==> config.mk <==
export PLATFORM = sky130hd
export DESIGN_NAME = artd_core
export DESIGN_NICKNAME = d
export VERILOG_FILES = /design/src/hdl/artd_pkg.sv /design/src/hdl/artd_core.sv
export SDC_FILE = /design/constraint.sdc
export NUM_CORES = 1
export LEC_CHECK = 0
export ABC_AREA = 1
export BUFFER_PORTS_ARGS = -buffer_cell sky130_fd_sc_hd__buf_4
export CORE_ASPECT_RATIO = 0.8
export CORE_MARGIN = 1.5
export CORE_UTILIZATION = 55
export DETAILED_ROUTE_END_ITERATION = 7
export PLACE_DENSITY_LB_ADDON = 0.08
export SYNTH_ARGS = -nofsm -noshare
export SYNTH_HDL_FRONTEND = slang
export SYNTH_SLANG_ARGS = --single-unit
==> constraint.sdc <==
create_clock -name hclk -period 2.03 [get_ports hclk]
set_input_delay 0.1015 -clock hclk [delete_from_list [all_inputs] [get_ports hclk]]
set_output_delay 0.1015 -clock hclk [all_outputs]
set_load 0.1 [all_outputs]
==> src/hdl/artd_pkg.sv <==
package artd_pkg;
  // ---------------------------------------------------------------
  // Register byte offsets (AHB-Lite, one word each)
  // ---------------------------------------------------------------
  localparam logic [7:0] ARTD_OFF_INSN = 8'h00;
  localparam logic [7:0] ARTD_OFF_ACC = 8'h04;
  localparam logic [7:0] ARTD_OFF_WORK = 8'h08;
  localparam logic [7:0] ARTD_OFF_PTR = 8'h0C;
  localparam logic [7:0] ARTD_OFF_TMR = 8'h10;
  localparam logic [7:0] ARTD_OFF_PORT = 8'h14;
  localparam logic [7:0] ARTD_OFF_IRQ = 8'h18;
  localparam logic [7:0] ARTD_OFF_DISP = 8'h1C;
  localparam logic [7:0] ARTD_OFF_CLK = 8'h20;
  localparam logic [7:0] ARTD_OFF_PRE = 8'h24;
  localparam logic [7:0] ARTD_OFF_RAM = 8'h28;
  localparam logic [7:0] ARTD_OFF_STAT = 8'h2C;
  localparam logic [7:0] ARTD_OFF_AUX = 8'h30;
  localparam logic [3:0] ARTD_RST_NIB = 4'h0;
  localparam int ARTD_RAM_WORDS = 16;
  // ---------------------------------------------------------------
  // Opcodes
  // ---------------------------------------------------------------
  localparam logic [9:0] OP_TAW3 = 10'h24D;
  localparam logic [9:0] OP_TAW4 = 10'h24E;
  localparam logic [9:0] OP_TAX = 10'h052;
  localparam logic [9:0] OP_TAZ = 10'h053;
  localparam logic [9:0] OP_TBA = 10'h00E;
  localparam logic [9:0] OP_TC1A = 10'h2A8;
  localparam logic [9:0] OP_TC2A = 10'h2A9;
  localparam logic [9:0] OP_TDA = 10'h029;
  localparam logic [9:0] OP_EXT_PAIR = 10'h01A;
  localparam logic [9:0] OP_TFR0 = 10'h228;
  localparam logic [9:0] OP_TFR1 = 10'h229;
  localparam logic [9:0] OP_TFR2 = 10'h22A;
  localparam logic [9:0] OP_TI1 = 10'h217;
  localparam logic [9:0] OP_TV1 = 10'h03F;
  localparam logic [9:0] OP_TV2 = 10'h03E;
  localparam logic [9:0] OP_TK0 = 10'h21B;
  localparam logic [9:0] OP_TK1 = 10'h214;
  localparam logic [9:0] OP_TK2 = 10'h215;
  localparam logic [9:0] OP_TL1 = 10'h20A;
  localparam logic [9:0] OP_TL2 = 10'h20B;
  localparam logic [9:0] OP_TL3 = 10'h20C;
  localparam logic [9:0] OP_TLC = 10'h20D;
  localparam logic [5:0] OP_STORE_HI = 6'h2B;
  localparam logic [9:0] OP_TMR = 10'h216;
  localparam logic [9:0] OP_TPA = 10'h2AA;
  localparam logic [9:0] OP_PRE_PAIR = 10'h235;
  localparam logic [9:0] OP_TPU0 = 10'h22D;
  localparam logic [9:0] OP_TPU1 = 10'h22E;
  localparam logic [9:0] OP_TR1 = 10'h23F;
  localparam logic [9:0] OP_TRG = 10'h209;
  localparam logic [9:0] OP_TW1 = 10'h20E;
  localparam logic [9:0] OP_TW2 = 10'h20F;
  localparam logic [9:0] OP_TAY = 10'h01F;
endpackage

==> src/hdl/artd_core.sv <==
// The implementer's own choices: the register addresses and the AHB-Lite register port.
`timescale 1ns/100ps
// Notes on behaviour
// - 0x24D and 0x24E load acc from timer control three and four.
// - 0x052 copies column pointer into acc, pointer unchanged.
// - 0x053 puts bank pointer in acc bits 1:0, bits 3:2 zero.
// - 0x00E copies acc into the secondary working register.
// - Two instructions copy acc into aux register one and two.
// - 0x029 copies acc bits 2:0 to jump address; bit 3 ignored.
// - 0x01A writes working reg to ext 7:4 and acc to ext 3:0.
// - 0x217 to irq control; 0x03F and 0x03E to irq enables.
// - Acc copies to three wakeup regs; second 0x214, third 0x215.
// - 0x20A..0x20C copy acc into display control one to three.
// - 0x20D writes acc to display timer count and reload together.
// - 0x2B0..0x2BF store acc at pointer, then column ^= immediate.
// - 0x216 copies acc into clock mode register.
// - 0x2AA copies only acc bit 0 into port assign bit 0.
// - 0x235 loads prescale count and reload from working reg, acc.
// - 0x22D and 0x22E copy acc into pull-up control regs.
// - 0x23F writes working reg and acc into timer 1 reload.
// - 0x209 copies acc into clock source register.
// - 0x20E and 0x20F copy acc into timer control one and two.
// - 0x01F copies row pointer into acc.
module artd_core
  import artd_pkg::*;
#(
  parameter int RAM_WORDS = ARTD_RAM_WORDS
) (
  input wire logic hclk,
  input wire logic hresetn,
  input wire logic hsel,
  input wire logic [31:0] haddr,
  input wire logic [1:0] htrans,
  input wire logic hwrite,
  input wire logic [2:0] hsize,
  input wire logic [31:0] hwdata,
  input wire logic hready,
  output logic hreadyout,
  output logic hresp,
  output logic [31:0] hrdata,
  output logic carry_flag,
  output logic skip_next
);

  // ---------------------------------------------------------------
  // Bus capture
  // ---------------------------------------------------------------
  logic wr_pend_reg;
  logic rd_pend_reg;
  logic [7:0] addr_reg;
  logic [3:0] acc_reg, work_reg, col_reg, row_reg;
  logic [1:0] bank_reg;
  logic [3:0] tmr_ctl_one, tmr_ctl_two, tmr_ctl_three, tmr_ctl_four;
  logic [3:0] aux_reg_one, aux_reg_two;
  logic [2:0] jump_addr_bits;
  logic [7:0] ext_reg, tmr1_reload, prescale_reload, prescale_count;
  logic [3:0] port_outstruct_zero, port_outstruct_one, port_outstruct_two;
  logic [3:0] irq_ctl_first, irq_enable_one, irq_enable_two;
  logic [3:0] wake_ctl_zero, wake_ctl_one, wake_ctl_two;
  logic [3:0] disp_ctl_one, disp_ctl_two, disp_ctl_three;
  logic [3:0] disp_timer_count, disp_timer_reload;
  logic [3:0] clk_mode_reg, clk_source_reg;
  logic tmr_port_assign;
  logic [3:0] ram_mem [RAM_WORDS];
  logic [31:0] insn_cnt_reg;
  logic exec;
  logic [9:0] op;
  logic acc_wr;
  logic [3:0] acc_next;

  // Address phase taken only while the bus is ready
  always_ff @(posedge hclk or negedge hresetn) begin
    if (!hresetn) begin
      wr_pend_reg <= 1'b0;
      rd_pend_reg <= 1'b0;
      addr_reg <= 8'h00;
    end else if (hready) begin
      wr_pend_reg <= hsel && htrans[1] && hwrite;
      rd_pend_reg <= hsel && htrans[1] && !hwrite;
      addr_reg <= haddr[7:0];
    end
  end

  // Zero wait states: every access finishes in its data phase
  assign hreadyout = 1'b1;
  assign hresp = 1'b0;

  // An instruction is executed by a write to the instruction word
  assign exec = wr_pend_reg && (addr_reg == ARTD_OFF_INSN);
  assign op = hwdata[9:0];

  // Never touches carry and never asks for a skip
  assign carry_flag = 1'b0;
  assign skip_next = 1'b0;

  // ---------------------------------------------------------------
  // Accumulator loads
  // ---------------------------------------------------------------
  always_comb begin
    acc_wr = 1'b0;
    acc_next = acc_reg;
    if (exec) begin
      acc_wr = 1'b1;
      case (op)
        OP_TAW3: acc_next = tmr_ctl_three;
        OP_TAW4: acc_next = tmr_ctl_four;
        OP_TAX: acc_next = col_reg;
        OP_TAZ: acc_next = {2'b00, bank_reg};
        OP_TAY: acc_next = row_reg;
        default: acc_wr = 1'b0;
      endcase
    end
  end

  // Pointers, accumulator and working register
  always_ff @(posedge hclk or negedge hresetn) begin
    if (!hresetn) begin
      acc_reg <= ARTD_RST_NIB;
      work_reg <= ARTD_RST_NIB;
      col_reg <= ARTD_RST_NIB;
      row_reg <= ARTD_RST_NIB;
      bank_reg <= 2'b00;
    end else if (wr_pend_reg && addr_reg == ARTD_OFF_ACC) begin
      acc_reg <= hwdata[3:0];
    end else if (wr_pend_reg && addr_reg == ARTD_OFF_WORK) begin
      work_reg <= hwdata[3:0];
    end else if (wr_pend_reg && addr_reg == ARTD_OFF_PTR) begin
      col_reg <= hwdata[3:0];
      row_reg <= hwdata[7:4];
      bank_reg <= hwdata[9:8];
    end else if (acc_wr) begin
      acc_reg <= acc_next;
    end else if (exec && op == OP_TBA) begin
      work_reg <= acc_reg;
    end else if (exec && op[9:4] == OP_STORE_HI) begin
      col_reg <= col_reg ^ op[3:0];
    end
  end

  // ---------------------------------------------------------------
  // Peripheral destinations; acc updates on the same edge, reads take old acc
  // ---------------------------------------------------------------
  always_ff @(posedge hclk or negedge hresetn) begin
    if (!hresetn) begin
      tmr_ctl_one <= ARTD_RST_NIB;
      tmr_ctl_two <= ARTD_RST_NIB;
      tmr_ctl_three <= ARTD_RST_NIB;
      tmr_ctl_four <= ARTD_RST_NIB;
      aux_reg_one <= ARTD_RST_NIB;
      aux_reg_two <= ARTD_RST_NIB;
      jump_addr_bits <= 3'b000;
      ext_reg <= 8'h00;
      tmr1_reload <= 8'h00;
      prescale_reload <= 8'h00;
      prescale_count <= 8'h00;
      port_outstruct_zero <= ARTD_RST_NIB;
      port_outstruct_one <= ARTD_RST_NIB;
      port_outstruct_two <= ARTD_RST_NIB;
      irq_ctl_first <= ARTD_RST_NIB;
      irq_enable_one <= ARTD_RST_NIB;
      irq_enable_two <= ARTD_RST_NIB;
      wake_ctl_zero <= ARTD_RST_NIB;
      wake_ctl_one <= ARTD_RST_NIB;
      wake_ctl_two <= ARTD_RST_NIB;
      disp_ctl_one <= ARTD_RST_NIB;
      disp_ctl_two <= ARTD_RST_NIB;
      disp_ctl_three <= ARTD_RST_NIB;
      disp_timer_count <= ARTD_RST_NIB;
      disp_timer_reload <= ARTD_RST_NIB;
      clk_mode_reg <= ARTD_RST_NIB;
      clk_source_reg <= ARTD_RST_NIB;
      tmr_port_assign <= 1'b0;
    end else if (wr_pend_reg && addr_reg == ARTD_OFF_TMR) begin
      // Timer side stand-in, so the timer loads see live values
      tmr_ctl_three <= hwdata[11:8];
      tmr_ctl_four <= hwdata[15:12];
    end else if (exec) begin
      case (op)
        OP_TW1: tmr_ctl_one <= acc_reg;
        OP_TW2: tmr_ctl_two <= acc_reg;
        OP_TC1A: aux_reg_one <= acc_reg;
        OP_TC2A: aux_reg_two <= acc_reg;
        OP_TDA: jump_addr_bits <= acc_reg[2:0];
        OP_EXT_PAIR: ext_reg <= {work_reg, acc_reg};
        OP_TFR0: port_outstruct_zero <= acc_reg;
        OP_TFR1: port_outstruct_one <= acc_reg;
        OP_TFR2: port_outstruct_two <= acc_reg;
        OP_TI1: irq_ctl_first <= acc_reg;
        OP_TV1: irq_enable_one <= acc_reg;
        OP_TV2: irq_enable_two <= acc_reg;
        OP_TK0: wake_ctl_zero <= acc_reg;
        OP_TK1: wake_ctl_one <= acc_reg;
        OP_TK2: wake_ctl_two <= acc_reg;
        OP_TL1: disp_ctl_one <= acc_reg;
        OP_TL2: disp_ctl_two <= acc_reg;
        OP_TL3: disp_ctl_three <= acc_reg;
        OP_TLC: begin
          disp_timer_count <= acc_reg;
          disp_timer_reload <= acc_reg;
        end
        OP_TMR: clk_mode_reg <= acc_reg;
        OP_TPA: tmr_port_assign <= acc_reg[0];
        OP_PRE_PAIR: begin
          prescale_count <= {work_reg, acc_reg};
          prescale_reload <= {work_reg, acc_reg};
        end
        OP_TR1: tmr1_reload <= {work_reg, acc_reg};
        OP_TRG: clk_source_reg <= acc_reg;
        default: ;
      endcase
    end
  end

  // Pull-up registers kept apart; their opcodes share no destination
  logic [3:0] pullup_ctl_zero, pullup_ctl_one;
  always_ff @(posedge hclk or negedge hresetn) begin
    if (!hresetn) begin
      pullup_ctl_zero <= ARTD_RST_NIB;
      pullup_ctl_one <= ARTD_RST_NIB;
    end else if (exec && op == OP_TPU0) begin
      pullup_ctl_zero <= acc_reg;
    end else if (exec && op == OP_TPU1) begin
      pullup_ctl_one <= acc_reg;
    end
  end

  // Data RAM; small window, addressed by the column pointer
  always_ff @(posedge hclk or negedge hresetn) begin
    if (!hresetn) begin
      for (int i = 0; i < RAM_WORDS; i++) begin
        ram_mem[i] <= ARTD_RST_NIB;
      end
    end else if (exec && op[9:4] == OP_STORE_HI) begin
      ram_mem[col_reg] <= acc_reg;
    end
  end

  // Count of executed instructions, for software visibility
  always_ff @(posedge hclk or negedge hresetn) begin
    if (!hresetn) begin
      insn_cnt_reg <= 32'h00000000;
    end else if (exec) begin
      insn_cnt_reg <= insn_cnt_reg + 32'h00000001;
    end
  end

  // ---------------------------------------------------------------
  // Read mux; unmapped offsets read zero
  // ---------------------------------------------------------------
  always_comb begin
    hrdata = 32'h00000000;
    if (rd_pend_reg) begin
      case (addr_reg)
        ARTD_OFF_ACC: hrdata = {28'h0, acc_reg};
        ARTD_OFF_WORK: hrdata = {28'h0, work_reg};
        ARTD_OFF_PTR: hrdata = {22'h0, bank_reg, row_reg, col_reg};
        ARTD_OFF_TMR: hrdata = {16'h0, tmr_ctl_four, tmr_ctl_three,
                                tmr_ctl_two, tmr_ctl_one};
        ARTD_OFF_PORT: hrdata = {12'h0, pullup_ctl_one, pullup_ctl_zero,
                                 port_outstruct_two, port_outstruct_one,
                                 port_outstruct_zero};
        ARTD_OFF_IRQ: hrdata = {8'h0, wake_ctl_two, wake_ctl_one,
                                wake_ctl_zero, irq_enable_two,
                                irq_enable_one, irq_ctl_first};
        ARTD_OFF_DISP: hrdata = {12'h0, disp_timer_reload,
                                 disp_timer_count, disp_ctl_three,
                                 disp_ctl_two, disp_ctl_one};
        ARTD_OFF_CLK: hrdata = {20'h0, 3'b000, tmr_port_assign,
                                clk_source_reg, clk_mode_reg};
        ARTD_OFF_PRE: hrdata = {prescale_count, prescale_reload,
                                tmr1_reload, ext_reg};
        ARTD_OFF_RAM: hrdata = {28'h0, ram_mem[col_reg]};
        ARTD_OFF_STAT: hrdata = insn_cnt_reg;
        ARTD_OFF_AUX: hrdata = {21'h0, jump_addr_bits, aux_reg_two,
                                aux_reg_one};
        default: hrdata = 32'h00000000;
      endcase
    end
  end
endmodule // artd_core

==> results of run 1 <==
==> power breakdown <==
part           switching [W]  internal (W)
combinational       0.000648      0.000325
clock                0.00199       0.00307
sequential         0.0000835       0.00492
total                0.00272       0.00832
==> timing repair <==
item	in CTS	in global routing
gates cloned	0	0
pin swaps	7	13
gates resized for setup	143	92
buffers inserted	3	17
setup endpoints to repair	108	197
endpoints found under the hold margin	280	0
hold buffers	45	0
==> worst paths after layout <==
kind / from / slack [ns] / depth (start not counted) / endpoint
max: addr_reg[1] / -0.55 / 10 / hrdata[9]
min: hresetn / 0.12 / 2 / ram_mem[59]
max reg2reg: addr_reg[1] / -0.07 / 10 / insn_cnt_reg[14]
min reg2reg: ram_mem[0] / 0.48 / 2 / ram_mem[0]
max in group asynchronous: hresetn / 1.22 / 3 / ram_mem[39]
min in group hclk: hwdata[10] / 0.33 / 3 / tmr_ctl_three[2]
==> layer usage <==
metal  routed length [um]  global-route usage (%)  vias to the layer above
met5                    0                       0                        -
met4                  914                    9.16                        0
met3                 3650                    7.18                       75
met2                17300                    49.8                      564
met1                18100                    51.2                     5814
li1                     -                       -                     5664
==> layout by cell type (no fill, tap or decap), types with 8 or more instances in the layout <==
| master | count |
|---|---|
| nand2_1 | 533 |
| dfrtp_1 | 244 |
| o21ai_0 | 201 |
| buf_4 | 113 |
| nor2_1 | 97 |
| inv_1 | 96 |
| nand3_1 | 83 |
| buf_12 | 48 |
| dlygate4sd3_1 | 45 |
| nand4_1 | 31 |
| xor2_1 | 31 |
| clkbuf_16 | 26 |
| o21ai_1 | 24 |
| nor2_4 | 23 |
| nand3_4 | 23 |
| nor3_1 | 23 |
| nor2_2 | 19 |
| nand2_2 | 19 |
| nand2_4 | 14 |
| a21oi_4 | 13 |
| nand3_2 | 12 |
| clkbuf_8 | 10 |
| o211ai_1 | 9 |
| buf_6 | 9 |
| a21oi_2 | 8 |
| mux2_2 | 8 |
==> Yosys cell counts, types with 2 or more instances <==
| master | n |
|---|---|
| o21ai_1 | 15 |
| buf_2 | 17 |
| xnor2_1 | 2 |
| xor2_1 | 31 |
| nand3_4 | 10 |
| nand2_1 | 557 |
| buf_4 | 4 |
| a22o_1 | 3 |
| mux2_2 | 8 |
| nand2_4 | 7 |
| nand2_2 | 3 |
| o21ai_0 | 215 |
| dfrtp_1 | 244 |
| o211ai_1 | 9 |
| nand4_1 | 31 |
| a21oi_1 | 26 |
| o22ai_1 | 6 |
| conb_1 | 2 |
| a31oi_1 | 5 |
| nor2_1 | 126 |
| nor2_4 | 3 |
| inv_1 | 105 |
| nor2_2 | 10 |
| nand3_2 | 4 |
| nor3_1 | 23 |
| nand3_1 | 104 |
| clkbuf_1 | 31 |
| buf_6 | 2 |
==> worst max-delay path, stage by stage, from the launching register on <==
cell     delay (ns)
dfrtp_1        0.40
nor2_4         0.20
nand3_2        0.13
buf_6          0.16
nor2_4         0.22
buf_12         0.19
nand2_1        0.07
nand2_1        0.08
a21oi_1        0.07
a31oi_4        0.21
buf_12         0.20
==> layout make-up <==
type	instances	area (um2)	share of cell area (%)
well taps	306	383	2.29
repair buffers	217	2390	14.3
multi-input cells	1209	6480	38.8
clock inverters	7	121	0.727
clock buffers	37	792	4.74
inverters	108	433	2.59
flip-flops and latches	244	6110	36.6
==> metrics by stage <==
stage | setup TNS (ns) | setup WS (ns) | hold WS [ns] | power [W]
floorplan | -1.37 | -0.270 | -0.194 | 0.00545
global placement | -0.253 | -0.0211 | 0.0902 | 0.00589
detailed placement | -3.33 | -0.0955 | 0.0828 | 0.00589
CTS | -12.42 | -0.464 | 0.132 | 0.0110
global route | -31.88 | -0.616 | 0.165 | 0.0113
finish | -15.35 | -0.555 | 0.122 | 0.0110
==> cells by family after synthesis <==
group | after synthesis
and+or+nand+nor | 882
AOI/OAI and AO/OA | 281
DFF | 244
buffers and inverters | 164
xor gates and xnor gates | 33
muxes | 8
other | 2
adders and majority gates | 1
==> flow_metrics.py, run 1 <==
metrics = {
    "floorplan": {
        "initial_core_util_pct": 55.9,
        "rows": 49,
        "io_pins": 110,
        "die_y_um": 138,
        "core_um2": 22400,
        "die_area_um2": 23600,
        "die_w_um": 172,
    },
    "sta": {
        "worst_pin_slew_ns": 0.512,
        "rsz0062_at_grt": "yes",
        "setup_violations": 75,
        "period_share_pct": 127,
        "max_slew_margin_pct": 65.7,
        "post-route-min-period_ns": 2.58,
        "max_freq_mhz": 387,
        "final_max_slew_viol_count": 0,
        "hold_violations": 0,
        "postLayoutSetupSlackWorst_ns": -0.555,
        "fin_skew_ns": 0.0254,
    },
    "min_path": {
        "hold_path_class": "in2async",
    },
    "drt": {
        "drtAntennaViolNets": 0,
        "drt-vias-per-instance": 5.69,
        "drt_wl_total_um": 39900,
        "avgRoutedWirePerCell_um": 18.8,
        "num_vias": 12117,
        "drt_pre_antenna_iters": 5,
        "drc": 0,
        "drt_iter0_markers": 1365,
    },
    "final_layout": {
        "largest_reg_flops": 64,
        "n_antenna_cell": 0,
        "fillCellCount": 1687,
        "fin_area_um2": 16700,
        "finalNetCount": 1881,
        "syn2layout_area_growth_pct": 33.6,
        "post-route-util_pct": 74.6,
        "drive_gt1_share_pct": 20.9,
        "final_cells": 2128,
    },
    "global_routing": {
        "grt_max_degree": 61,
        "antenna_found_initial": 0,
        "grt_use_total_pct": 34.1,
        "grt_pass1_wl_um": 61700,
        "grt_pass1_vias": 11442,
        "globalRouteOverflowTotal": 0,
    },
    "setup_path": {
        "worst-setup-path-type": "reg2out",
        "crit_required_ns": 1.93,
        "crit_fanout": 11,
        "setup.worst_path.end_class": "primary output",
        "arrival_ns": 2.48,
        "critPathLaunchType": "flop",
    },
    "synthesis": {
        "yosysTopAreaCell": "dfrtp_1",
        "synthAdderAreaFrac_pct": 0.100,
        "ys.warnings.count": 0,
        "yosys.area_share.simple_pct": 30.8,
        "synth_area_leaders": "dfrtp_1 (49%), nand2_1 (17%), o21ai_0 (8.6%), nand3_1 (4.2%), nor2_1 (3.8%)",
        "yosysSeqAreaShare_pct": 48.9,
        "muxShareOfSynthArea_pct": 0.721,
        "synth_compound_area_share_pct": 11.7,
        "synth_top_family_by_area": "simple AND/OR/NAND/NOR gates",
        "synth_enable_flop_cells": 0,
        "netlist_area_um2": 12500,
        "synth_top_area_share_pct": 48.9,
        "synth.avg_cell_area_um2": 7.74,
        "synth_seq_cells": 244,
        "synthArstFlopShare_pct": 100,
        "syn_inst": 1615,
        "synth.distinct_cells": 40,
        "yosys_most_used_dff": "dfrtp_1",
        "synth_xor_area_share_pct": 2.31,
    },
    "cts": {
        "clk-insertion-delay-late_ns": 0.55,
        "clockRootBuffer": "clkbuf_16",
        "cts.sinks": 244,
        "cts_tree": "built",
        "h-tree-depth": 1,
        "cts_buffer_depth": 3,
        "cts_made_buffers": 26,
        "clkTransAtPathRegs_ns": 0.06,
    },
    "placement": {
        "dpl_cell_area_um2": 14300,
        "dp_cells": 2019,
        "dp_hpwl_um": 26500,
        "gp_congestion": 0.943,
        "io_buffers": 61,
    },
    "run_status": {
        "failed_checks": "setup timing",
        "status": "finished with violations",
    },
    "flow_run": {
        "max_cap_violations": 0,
    },
    "power": {
        "leakagePower_nw": 7.39,
        "vdd_drop_max_uv": 566,
        "p_per_area_nw_per_um2": 661,
    },
}
Note: power is estimated with default switching activity, not from simulation.
==> run 2: changes to the inputs <==
ABC_AREA = not set   (was 1)
==> flow_metrics.py, run 2 <==
metrics = {
    "sta": {
        "tns_ns": -120.66,
        "rsz0062_at_grt": "yes",
        "worst_pin_slew_ns": 0.758,
        "max_slew_margin_pct": 49.4,
        "post-route-min-period_ns": 3.03,
        "setup_violations": 261,
        "max_freq_mhz": 331,
        "hold_violations": 0,
        "final_max_slew_viol_count": 0,
        "postLayoutSetupSlackWorst_ns": -0.995,
        "fin_skew_ns": 0.0244,
        "period_share_pct": 149,
    },
    "synthesis": {
        "yosysTopAreaCell": "dfrtp_1",
        "synth.avg_cell_area_um2": 12.2,
        "synth_enable_flop_cells": 0,
        "synth_area_leaders": "dfrtp_1 (50%), mux2_2 (19%), mux4_2 (2.9%), a22oi_1 (2.8%), nand2_1 (2.3%)",
        "netlist_area_um2": 12200,
        "yosys_most_used_dff": "dfrtp_1",
        "ys_top_cells_by_count": "dfrtp_1 (244), mux2_2 (206), nand2_1 (75)",
        "synth.distinct_cells": 72,
        "synthArstFlopShare_pct": 100,
        "synth_top_area_share_pct": 49.9,
        "yosysSeqAreaShare_pct": 49.9,
        "synth_seq_cells": 244,
        "syn_inst": 1003,
        "ys.warnings.count": 0,
        "synth_most_common_cell": "dfrtp_1",
    },
    "power": {
        "finalPower_w": 0.0111,
        "p_per_area_nw_per_um2": 581,
        "vdd_drop_max_uv": 635,
        "leakagePower_nw": 8.50,
    },
    "setup_path": {
        "critPathLaunchType": "flop",
        "slowest_stage": "a222oi_1",
        "crit_fanout": 8,
        "worst-setup-path-type": "reg2out",
        "cp_cell_sequence": "buf_8 > buf_6 > nor4b_4 > buf_4 > a22o_1 > a222oi_1 > a31oi_4 > buf_12",
        "arrival_ns": 2.92,
        "crit_required_ns": 1.93,
        "cp-startpoint": "addr_reg[5]",
        "setup.worst_path.end_class": "primary output",
        "slowest_delay_ns": 0.69,
        "timing.rr.start": "addr_reg[3]",
    },
    "floorplan": {
        "die_y_um": 136,
        "rows": 48,
        "io_pins": 110,
        "core_um2": 21700,
        "die_area_um2": 23200,
        "die_w_um": 170,
        "initial_core_util_pct": 56.4,
    },
    "cts": {
        "cts.sinks": 244,
        "clk-insertion-delay-late_ns": 0.55,
        "cts_tree": "built",
        "cts_buffer_depth": 3,
        "clkTransAtPathRegs_ns": 0.07,
        "h-tree-depth": 1,
        "clockRootBuffer": "clkbuf_16",
        "cts_made_buffers": 25,
    },
    "final_layout": {
        "post-route-util_pct": 87.9,
        "layout_common_cells": "dfrtp_1 (239), buf_4 (153), mux2_4 (143), mux2_2 (67), buf_6 (67)",
        "finalNetCount": 1370,
        "largest_reg_flops": 64,
        "drive_gt1_share_pct": 60.2,
        "syn2layout_area_growth_pct": 55.8,
        "final_cells": 1616,
        "layout_commonest_cell": "dfrtp_1",
    },
    "placement": {
        "dp_hpwl_um": 25800,
        "gp_congestion": 0.915,
        "io_buffers": 61,
        "dp_cells": 1450,
    },
    "drt": {
        "drt_wl_total_um": 50400,
        "drt_pre_antenna_iters": 8,
        "drtAntennaViolNets": 0,
        "num_vias": 11070,
        "drt-vias-per-instance": 6.85,
        "drc": 0,
        "avgRoutedWirePerCell_um": 31.2,
        "drt_iter0_markers": 1455,
    },
    "global_routing": {
        "antenna_found_initial": 2,
        "grt_pass1_wl_um": 66100,
        "grt_use_total_pct": 38.1,
        "grt_max_degree": 53,
        "globalRouteOverflowTotal": 0,
        "grt_pass1_vias": 10664,
    },
    "flow_run": {
        "max_cap_violations": 0,
    },
    "min_path": {
        "hold_path_class": "in2async",
    },
    "run_status": {
        "status": "finished with violations",
        "failed_checks": "setup timing",
    },
}
[run 2: cell count changes after synthesis, moves of 19 or more]
cell,change
a22oi_1,+45
clkbuf_1,+21
inv_1,-97
mux2_2,+198
nand2_1,-482
nand3_1,-83
nor2_1,-96
o21ai_0,-204
xnor2_1,+19
xor2_1,-21
[run 2: kinds of logic after synthesis]
| group | Yosys count | synth area share, % |
|---|---|---|
| buf+inv | 82 | 2.89 |
| simple gates | 261 | 12.9 |
| other cells | 2 | 0.0614 |
| xor+xnor | 31 | 2.22 |
| fa+ha+maj | 1 | 0.102 |
| mux | 232 | 22.9 |
| flops | 244 | 49.9 |
| compound gates | 150 | 8.99 |
[run 2: worst paths after layout]
kind                                   end  slack, ns  depth (start not counted)
min in group hclk          tmr_ctl_four[1]       0.34                          3
setup reg to reg               ram_mem[29]      -0.67                          9
hold / removal             disp_ctl_one[2]       0.08                          2
max in group asynchronous       ram_mem[8]       1.18                          3
setup / recovery                 hrdata[5]       -1.0                          8
hold reg to reg                ram_mem[26]       0.51                          1
[run 2: layout make-up]
class	count	area (um2)
Antenna cell	2	5.00
Clock buffer	36	737
Clock inverter	10	113
Fill cell	836	2620
Inverter	8	30.0
Multi-Input combinational cell	679	7890
Sequential cell	244	6110
Tap cell	300	375
Timing Repair Buffer	337	3800
[run 2: stage by stage]
stage | hold slack [ns] | setup WS, ns | cell area (um2)
3_5_place_dp | 0.0568 | -0.400 | 15000
4_1_cts | 0.0929 | -0.713 | 18200
5_1_grt | 0.108 | -0.991 | 19100
3_3_place_gp | 0.0603 | -0.413 | 15000
6_report | 0.0813 | -0.995 | 19100
2_1_floorplan | -0.194 | -0.429 | 13200
[run 2: per-layer routing]
metal | part of all wire, % | up-vias | GRT usage [%]
li1 | - | 4342 | -
met5 | 0 | - | 0
met1 | 40 | 5632 | 55.5
met3 | 11 | 256 | 7.86
met2 | 44 | 840 | 57.1
met4 | 5.7 | 0 | 12.5
[run 2: timing repair]
item | 4_1_cts | 5_1_grt
setup buffers | 50 | 32
gates cloned | 3 | 5
gates resized for setup | 347 | 155
hold buffers | 39 | 0
hold endpoints to repair | 272 | 0
pin swaps | 66 | 67
setup endpoints to repair | 234 | 258
[run 2: worst max-delay path: cells and delay by family, from the launching register on]
kind,cells,cell delay (ns)
flip-flops,1,0.42
buffers and inverters,4,0.64
AO/OA/AOI/OAI,3,1.17
AND/OR/NAND/NOR,1,0.14
[run 2: power breakdown]
| part | internal, W | leakage [nW] | switching [W] |
|---|---|---|---|
| Combinational | 0.000517 | 4.73 | 0.000696 |
| Sequential | 0.00491 | 3.35 | 0.0000817 |
| Clock | 0.00278 | 0.416 | 0.00209 |
